`config.mk`:
```
export PLATFORM = sky130hd
export DESIGN_NAME = frmc_top
export DESIGN_NICKNAME = d
export VERILOG_FILES = /design/src/frmc_pkg.sv /design/src/frmc_top.sv /design/src/frmc_area_gate.sv
export VERILOG_INCLUDE_DIRS = /design/src /design/src/src
export SDC_FILE = /design/constraint.sdc
export NUM_CORES = 1
export LEC_CHECK = 0
export ABC_AREA = 1
export BUFFER_PORTS_ARGS = -buffer_cell sky130_fd_sc_hd__clkbuf_2
export CAP_MARGIN = 30
export CELL_PAD_IN_SITES_DETAIL_PLACEMENT = 0
export CELL_PAD_IN_SITES_GLOBAL_PLACEMENT = 2
export CORE_MARGIN = 1.5
export CORE_UTILIZATION = 23
export CTS_CLUSTER_SIZE = 20
export DETAILED_ROUTE_END_ITERATION = 10
export GPL_TIMING_DRIVEN = 0
export HOLD_SLACK_MARGIN = 0.02
export PLACE_DENSITY_LB_ADDON = 0.2
export SLEW_MARGIN = 10
export SYNTH_ARGS = -nofsm -noshare
export SYNTH_HDL_FRONTEND = slang
export SYNTH_HIERARCHICAL = 1
export SYNTH_SLANG_ARGS = --single-unit
```
`constraint.sdc`:
```
create_clock -name clk -period 1.5 [get_ports clk]
set_input_delay 0.225 -clock clk [delete_from_list [all_inputs] [get_ports clk]]
set_output_delay 0.225 -clock clk [all_outputs]
set_load 0.1 [all_outputs]
```
`src/frmc_cfg.svh`:
```
// Purpose: constants for the flash rewrite mode control block
// Assumes: byte addresses on a 20-bit address space
// Notes: range limits, sizes, widths and the lock reset value live here
`ifndef FRMC_CFG_SVH
`define FRMC_CFG_SVH

`define FRMC_ADDR_W 20
`define FRMC_NUM_BLOCKS 8
`define FRMC_BLK_W 3
`define FRMC_BOOT_BLOCK_BYTES 4096
`define FRMC_EXT_LO 20'h40000
`define FRMC_EXT_HI 20'hBFFFF
`define FRMC_CMD_W 3
`define FRMC_NUM_CMDS 8
`define FRMC_LOCK_RST 8'hFF

`endif

```
`src/frmc_pkg.sv`:
```
// Purpose: shared types for the flash rewrite mode control block
// Assumes: widths are written as literals that match frmc_cfg.svh
// Notes: types only
`include "frmc_cfg.svh"

package frmc_pkg;

  typedef enum logic [1:0] {
    FRMC_MODE_NONE = 2'h0,
    FRMC_MODE_CPU = 2'h1,
    FRMC_MODE_SERIAL = 2'h2,
    FRMC_MODE_PARALLEL = 2'h3
  } frmc_mode_t;

  typedef enum logic [1:0] {
    FRMC_CHIP_SINGLE = 2'h0,
    FRMC_CHIP_EXPAND = 2'h1,
    FRMC_CHIP_BOOT = 2'h2,
    FRMC_CHIP_PARALLEL = 2'h3
  } frmc_chip_t;

  typedef enum logic [2:0] {
    FRMC_CMD_READ_ARRAY = 3'h0,
    FRMC_CMD_READ_STATUS = 3'h1,
    FRMC_CMD_CLEAR_STATUS = 3'h2,
    FRMC_CMD_PROGRAM = 3'h3,
    FRMC_CMD_BLOCK_ERASE = 3'h4,
    FRMC_CMD_ERASE_ALL = 3'h5,
    FRMC_CMD_LOCK_BLOCK = 3'h6,
    FRMC_CMD_READ_LOCK = 3'h7
  } frmc_cmd_t;

  typedef struct packed {
    logic valid;
    frmc_cmd_t cmd;
    logic [2:0] block;
    logic boot_area;
    logic byte_unit;
  } frmc_req_t;

  typedef struct packed {
    logic accepted;
    logic rejected;
    logic erase_all;
    logic [7:0] block_sel;
  } frmc_grant_t;

endpackage : frmc_pkg

```
`src/frmc_top.sv`:
```
// Purpose: flash rewrite mode control: mode select, area limits, locks
// Assumes: pins sampled synchronously; straps captured at reset release
// Notes: control bits are plain ports; one request per cycle
`timescale 1ns/1ps
`include "frmc_cfg.svh"

module frmc_top
  import frmc_pkg::*;
#(
  parameter int NUM_BLOCKS = `FRMC_NUM_BLOCKS,
  parameter int ADDR_W = `FRMC_ADDR_W
) (
  // Clock and reset
  input wire logic clk,
  input wire logic rst,
  // Strap pins, caught at reset release
  input wire logic processor_mode_pin,
  input wire logic first_boot_select_pin,
  input wire logic second_boot_select_pin,
  input wire logic parallel_strap,
  input wire logic expand_mode,
  // Programmer attach
  input wire logic serial_attach,
  input wire logic serial_uart,
  // Mode register bits from software
  input wire logic cpu_rewrite_enable_wr,
  input wire logic cpu_rewrite_enable_bit,
  input wire logic in_place_erase_write_mode,
  input wire logic pm1_wr,
  input wire logic block_a_enable_wdata,
  input wire logic extended_area_enable_wdata,
  // Commands
  input wire frmc_req_t req,
  input wire logic lock_wr,
  input wire logic [NUM_BLOCKS-1:0] lock_wdata,
  // Address check
  input wire logic [ADDR_W-1:0] addr,
  input wire logic mode_4m,
  // Status
  output frmc_mode_t mode_reg,
  output frmc_chip_t chip_reg,
  output logic serial_variant2_reg,
  output logic cpu_rewrite_active_reg,
  output logic block_a_enable_bit,
  output logic extended_area_enable_bit,
  output logic [NUM_BLOCKS-1:0] lock_reg,
  output frmc_grant_t grant_reg,
  output logic ext_blocked_reg
);

  // ****************************************
  // Strap capture and chip mode
  // ****************************************
  logic strap_done_reg;
  frmc_chip_t chip_next;
  wire logic boot_strap;

  assign boot_strap = processor_mode_pin && first_boot_select_pin && !second_boot_select_pin;
  always_comb begin
    if (parallel_strap) begin
      chip_next = FRMC_CHIP_PARALLEL;
    end else if (boot_strap) begin
      chip_next = FRMC_CHIP_BOOT;
    end else if (expand_mode) begin
      chip_next = FRMC_CHIP_EXPAND;
    end else begin
      chip_next = FRMC_CHIP_SINGLE;
    end
  end

  // Straps latched once after release; async reset may only load constants
  always_ff @(posedge clk or posedge rst) begin
    if (rst) begin
      strap_done_reg <= 1'b0;
      chip_reg <= FRMC_CHIP_SINGLE;
    end else if (!strap_done_reg) begin
      strap_done_reg <= 1'b1;
      chip_reg <= chip_next;
    end
  end

  // ****************************************
  // Rewrite mode selection
  // ****************************************
  frmc_mode_t mode_next;
  wire logic cpu_allowed;
  wire logic cpu_req_ok;
  wire logic cpu_keep;

  // Clear write drops CPU mode on the same edge as the enable flag
  assign cpu_keep = cpu_rewrite_active_reg && !(cpu_rewrite_enable_wr && !cpu_rewrite_enable_bit);
  // Expansion and boot only permit the RAM-resident flavour
  assign cpu_allowed = (chip_reg == FRMC_CHIP_SINGLE) ||
                       (((chip_reg == FRMC_CHIP_EXPAND) || (chip_reg == FRMC_CHIP_BOOT)) &&
                        !in_place_erase_write_mode);
  assign cpu_req_ok = cpu_rewrite_enable_wr && cpu_rewrite_enable_bit && cpu_allowed;

  always_comb begin
    case (chip_reg)
      FRMC_CHIP_PARALLEL: mode_next = FRMC_MODE_PARALLEL;
      FRMC_CHIP_BOOT: begin
        if (serial_attach) begin
          mode_next = FRMC_MODE_SERIAL;
        end else if (cpu_keep || cpu_req_ok) begin
          mode_next = FRMC_MODE_CPU;
        end else begin
          mode_next = FRMC_MODE_NONE;
        end
      end
      default: begin
        if (cpu_keep || cpu_req_ok) begin
          mode_next = FRMC_MODE_CPU;
        end else begin
          mode_next = FRMC_MODE_NONE;
        end
      end
    endcase
  end

  // ****************************************
  // CPU rewrite enable and memory-area bits
  // ****************************************
  logic cpu_next;
  logic block_a_reg;
  logic ext_saved_reg;
  logic ext_saved_next;
  logic block_a_next;
  wire logic cpu_clear;

  assign cpu_clear = cpu_rewrite_enable_wr && !cpu_rewrite_enable_bit;
  always_comb begin
    cpu_next = cpu_rewrite_active_reg;
    if (cpu_clear) begin
      cpu_next = 1'b0;
    end else if (cpu_req_ok && mode_next == FRMC_MODE_CPU) begin
      cpu_next = 1'b1;
    end
  end

  // Software value kept aside; pending writes land here during rewrite
  always_comb begin
    ext_saved_next = ext_saved_reg;
    block_a_next = block_a_reg;
    if (pm1_wr) begin
      ext_saved_next = extended_area_enable_wdata;
      block_a_next = block_a_enable_wdata;
    end
    if (cpu_next && !cpu_rewrite_active_reg) begin
      block_a_next = 1'b1;
    end
  end

  always_ff @(posedge clk or posedge rst) begin
    if (rst) begin
      mode_reg <= FRMC_MODE_NONE;
      cpu_rewrite_active_reg <= 1'b0;
      ext_saved_reg <= 1'b0;
      block_a_reg <= 1'b0;
      serial_variant2_reg <= 1'b0;
    end else begin
      mode_reg <= mode_next;
      cpu_rewrite_active_reg <= cpu_next;
      ext_saved_reg <= ext_saved_next;
      block_a_reg <= block_a_next;
      serial_variant2_reg <= serial_uart;
    end
  end

  // Forced view; the saved value comes back as soon as rewrite ends
  assign extended_area_enable_bit = cpu_rewrite_active_reg ? 1'b1 : ext_saved_reg;
  assign block_a_enable_bit = block_a_reg;

  // ****************************************
  // Lock bits
  // ****************************************
  logic [NUM_BLOCKS-1:0] lock_next;
  wire logic cmd_is_lock;

  assign cmd_is_lock = req.valid && (req.cmd == FRMC_CMD_LOCK_BLOCK) && (mode_reg != FRMC_MODE_NONE);
  genvar gi;
  generate
    for (gi = 0; gi < NUM_BLOCKS; gi++) begin : g_lock
      // Lock bit is 0 when locked, as in protect-by-clear
      assign lock_next[gi] = lock_wr ? lock_wdata[gi] :
                             (cmd_is_lock && req.block == 3'(gi)) ? 1'b0 : lock_reg[gi];
    end
  endgenerate

  always_ff @(posedge clk or posedge rst) begin
    if (rst) begin
      lock_reg <= NUM_BLOCKS'(`FRMC_LOCK_RST);
    end else begin
      lock_reg <= lock_next;
    end
  end

  // ****************************************
  // Command acceptance
  // ****************************************
  frmc_grant_t grant_next;
  wire logic is_prog;
  wire logic is_berase;
  wire logic is_eall;
  wire logic target_locked;
  wire logic area_ok;
  wire logic unit_ok;
  wire logic [NUM_BLOCKS-1:0] onehot_blk;

  assign is_prog = req.cmd == FRMC_CMD_PROGRAM;
  assign is_berase = req.cmd == FRMC_CMD_BLOCK_ERASE;
  assign is_eall = req.cmd == FRMC_CMD_ERASE_ALL;
  assign target_locked = !lock_reg[req.block];
  // Boot ROM is a single block reachable only from the parallel programmer
  assign area_ok = !req.boot_area || (mode_reg == FRMC_MODE_PARALLEL);
  assign unit_ok = !req.byte_unit || (mode_reg == FRMC_MODE_PARALLEL) || !is_prog;
  assign onehot_blk = NUM_BLOCKS'(1) << req.block;

  always_comb begin
    grant_next = '0;
    if (req.valid && mode_reg != FRMC_MODE_NONE && (is_prog || is_berase || is_eall)) begin
      if (!area_ok || !unit_ok || (!is_eall && !req.boot_area && target_locked)) begin
        grant_next.rejected = 1'b1;
      end else begin
        grant_next.accepted = 1'b1;
        grant_next.erase_all = is_eall;
        // Erase-all skips locked blocks
        grant_next.block_sel = 8'(is_eall ? lock_reg : (req.boot_area ? '0 : onehot_blk));
      end
    end
  end

  always_ff @(posedge clk or posedge rst) begin
    if (rst) begin
      grant_reg <= '0;
    end else begin
      grant_reg <= grant_next;
    end
  end

  // ****************************************
  // Extended area gate
  // ****************************************
  frmc_area_gate #(
    .ADDR_W(ADDR_W)
  ) u_gate (
    .clk(clk),
    .rst(rst),
    .addr(addr),
    .mode_4m(mode_4m),
    .ext_en(extended_area_enable_bit),
    .ext_blocked_reg(ext_blocked_reg)
  );
endmodule : frmc_top

```
`src/frmc_area_gate.sv`:
```
// Purpose: gate the extended address range on the extended-area enable
// Assumes: byte addresses, synchronous inputs
// Notes: combinational decode, registered result
`timescale 1ns/1ps
`include "frmc_cfg.svh"

module frmc_area_gate
  import frmc_pkg::*;
#(
  parameter int ADDR_W = `FRMC_ADDR_W
) (
  // Clock and reset
  input wire logic clk,
  input wire logic rst,
  // Access
  input wire logic [ADDR_W-1:0] addr,
  input wire logic mode_4m,
  input wire logic ext_en,
  // Result
  output logic ext_blocked_reg
);

  wire logic in_ext;
  wire logic blocked_next;

  assign in_ext = (addr >= ADDR_W'(`FRMC_EXT_LO)) && (addr <= ADDR_W'(`FRMC_EXT_HI));
  assign blocked_next = in_ext && mode_4m && !ext_en;

  always_ff @(posedge clk or posedge rst) begin
    if (rst) begin
      ext_blocked_reg <= 1'b0;
    end else begin
      ext_blocked_reg <= blocked_next;
    end
  end
endmodule : frmc_area_gate

```
==> results.yml <==
run_status:
  outcome: "finished clean"
grt:
  gr-usage-all-layers: 0.131
  antenna_found_initial: 0
  grt_max_degree: 20
  overflow: 0
  grt_pass1_wl_mm: 6.56
  grt_pass1_vias: 1396
routing:
  final_antenna_net_count: 0
  post_drt_wl_per_cell_um: 12.7
  met2_length_mm: 1.89
  drtIter0Drc: 41
  wl_met3_um: 318
  totalWireLength_mm: 4.05
  viasPerCell: 4.36
  via_count: 1395
  wl_met1_mm: 1.80
  drt_pass1_iterations: 4
  dr.max_layer_used: "met4"
  drc_errors: 0
clocking:
  cts_sinks: 29
  cts.path.max_buffers: 2
  cts_inserted_buffers: 5
  path_clk_slew_ps: 70
  cts_tree: "built"
  cts_root_buf: "clkbuf_8"
  postCtsSetupBuffers: 0
  worstSkewPairLatency_ps: 280
  h-tree-depth: 2
finish:
  antenna_cells: 0
  fin_area_um2: 2070
  syn2layout_area_growth_pct: 45.3
  layout.nets: 301
  utilization: 0.347
  final_layout_size_suffix_gt1_frac: 0.388
  multi_input_area_um2: 629
  largest_reg_flops: 11
  stdcell_count: 320
  fillerInstances: 695
  seq_area_um2: 778
placement:
  routabilityCongestion: 0.737
  placed_cell_area_um2: 1910
  io_buffers: 63
  dp_cells: 310
  dp_hpwl_mm: 3.01
critical_path:
  r2r_slack_ps: 130
  crit_path_start_kind: "register"
  ff2ff_path_depth: 8
  cp.buffers_inverters: 1
  worst_r2r_endpoint: "grant_reg[3]"
  cpPeakStageDelay_ps: 630
  cp.depth: 1
  startpoint: "lock_reg[1]"
  cp_slowest_cell: "dfstp_4"
  endpoint: "lock_reg[1]"
  worstSetupPathType: "reg2out"
  critPathTopFamily: "flip-flops"
  cp-end-kind: "output pin"
  path_cells: "clkbuf_4"
  rr_startpoint: "lock_reg[3]"
  cp.arrival_ps: 1240
  required_ps: 1270
  path_max_fanout: 4
sta:
  grt_setup_unrepaired: "yes"
  setup-violations-final: 0
  min_period_over_period: 0.979
  worst_slew_pin_slew_ps: 549
  slew_viol_final: 0
  setup_tns_ps: 0
  fin_crit_ps: 1470
  max_slew_margin: 0.635
  hold_viol: 0
  fin_skew_ps: 7.17
  finalHoldWorstSlack_ps: 59.1
  clock.fmax_mhz: 681
floorplanning:
  die_x_um: 81.6
  dieArea_um2: 6660
  core_um2: 5960
  rows: 28
  die_h_um: 81.6
  start_util: 0.239
  io_pins: 82
yosys:
  yosysWarnings: 6
  syn_avg_cell_area_um2: 8.31
  syn-num-nets: 228
  syn_inst: 171
  netlist_area_um2: 1420
  synth_seq_cells: 29
  yosysSeqAreaShare: 0.518
  synth_cell_types: 22
min_path:
  hold_depth: 1
  holdCritPathClass: "in2reg"
power:
  p_per_area_nw_per_um2: 1100
  p_switching_uw: 876
  pwr-share-comb: 0.305
  peakVddDrop_v: 0.000327
  seqPwrFrac: 0.400
  swShare: 0.385
  clock_power_share: 0.295
  p_int_uw: 1400
  leakagePower_uw: 0.00111
run:
  cap_violations: 0
metal layers:
| layer | up-vias | GRT usage |
|---|---|---|
| li1 | 693 | - |
| met1 | 645 | 0.164 |
| met2 | 52 | 0.211 |
| met3 | 5 | 0.0433 |
| met4 | 0 | 0.0458 |
| met5 | - | 0 |
how the worst min path moves through the flow:
| stage | slack, ps | end | from |
|---|---|---|---|
| 2_1_floorplan | -50 | u_gate/ext_blocked_reg | rst |
| 3_3_place_gp | 60 | u_gate/ext_blocked_reg | rst |
| 3_5_place_dp | 50 | u_gate/ext_blocked_reg | rst |
| 4_1_cts | 60 | serial_variant2_reg | serial_uart |
| 5_1_grt | 40 | serial_variant2_reg | serial_uart |
| 6_report | 60 | serial_variant2_reg | serial_uart |
logic make-up (layout without fill, tap and decap cells):
group / Yosys count / count (layout) / synth area share
buffers and inverters: 27 / 100 / 0.0713
and+or+nand+nor: 80 / 81 / 0.233
DFF: 29 / 29 / 0.518
adders and majority gates: 3 / 3 / 0.0264
AOI/OAI and AO/OA: 30 / 30 / 0.142
muxes: 1 / 1 / 0.00704
other: 1 / 1 / 0.00264
timing repair:
action                                  4_1_cts  5_1_grt
endpoints found under the setup margin        8       19
hold endpoints to repair                      7        0
hold buffers                                  1        0
gates cloned                                  0        1
gates resized for setup                       8       11
cells in the mapped netlist (all sizes together):
master | count | area, um2
nor2 | 24 | 92.6
dfstp | 8 | 210
conb | 1 | 3.75
a22o | 6 | 52.6
nand3 | 6 | 47.6
mux2i | 1 | 10.0
a21boi | 1 | 7.51
dfrtp | 21 | 526
nand2 | 49 | 184
a21oi | 9 | 45.0
nand3b | 1 | 7.51
o22ai | 1 | 6.26
inv | 26 | 97.6
a22oi | 9 | 67.6
ha | 3 | 37.5
clkbuf | 1 | 3.75
a21o | 1 | 7.51
o21ai | 3 | 15.0
layout make-up:
| class | instances | area share |
|---|---|---|
| flip-flops and latches | 29 | 0.377 |
| multi-input cells | 116 | 0.305 |
| repair buffers | 65 | 0.180 |
| inverters | 26 | 0.0472 |
| well taps | 75 | 0.0454 |
| clock buffers | 8 | 0.0436 |
| plain buffers | 1 | 0.00182 |
through the flow:
step	setup WS, ps	power (uW)
finish	30.9	2270
global route	-29.3	2400
CTS	11.6	2290
detailed placement	90.2	1590
global placement	57.1	1580
floorplan	1.54	1430
power by group through the flow:
| stage | clock network, uW | logic (uW) | registers, uW |
|---|---|---|---|
| finish | 670 | 693 | 908 |
| global route | 733 | 745 | 918 |
| CTS | 697 | 681 | 909 |
| detailed placement | 0 | 669 | 922 |
| global placement | 0 | 659 | 922 |
| floorplan | 0 | 182 | 1250 |
cells in the final DEF, fill, tap and decap left out, drive strengths merged:
cell type,n
nand3,7
o21ai,3
nand2,49
clkbuf,68
dfrtp,21
a22oi,9
a21boi,1
a21o,1
inv,26
dlygate4sd3,1
buf,5
dfstp,8
a21oi,9
mux2i,1
o22ai,1
nor2,24
ha,3
a22o,6
nand3b,1
conb,1
Power figures use the tool's default switching activity.
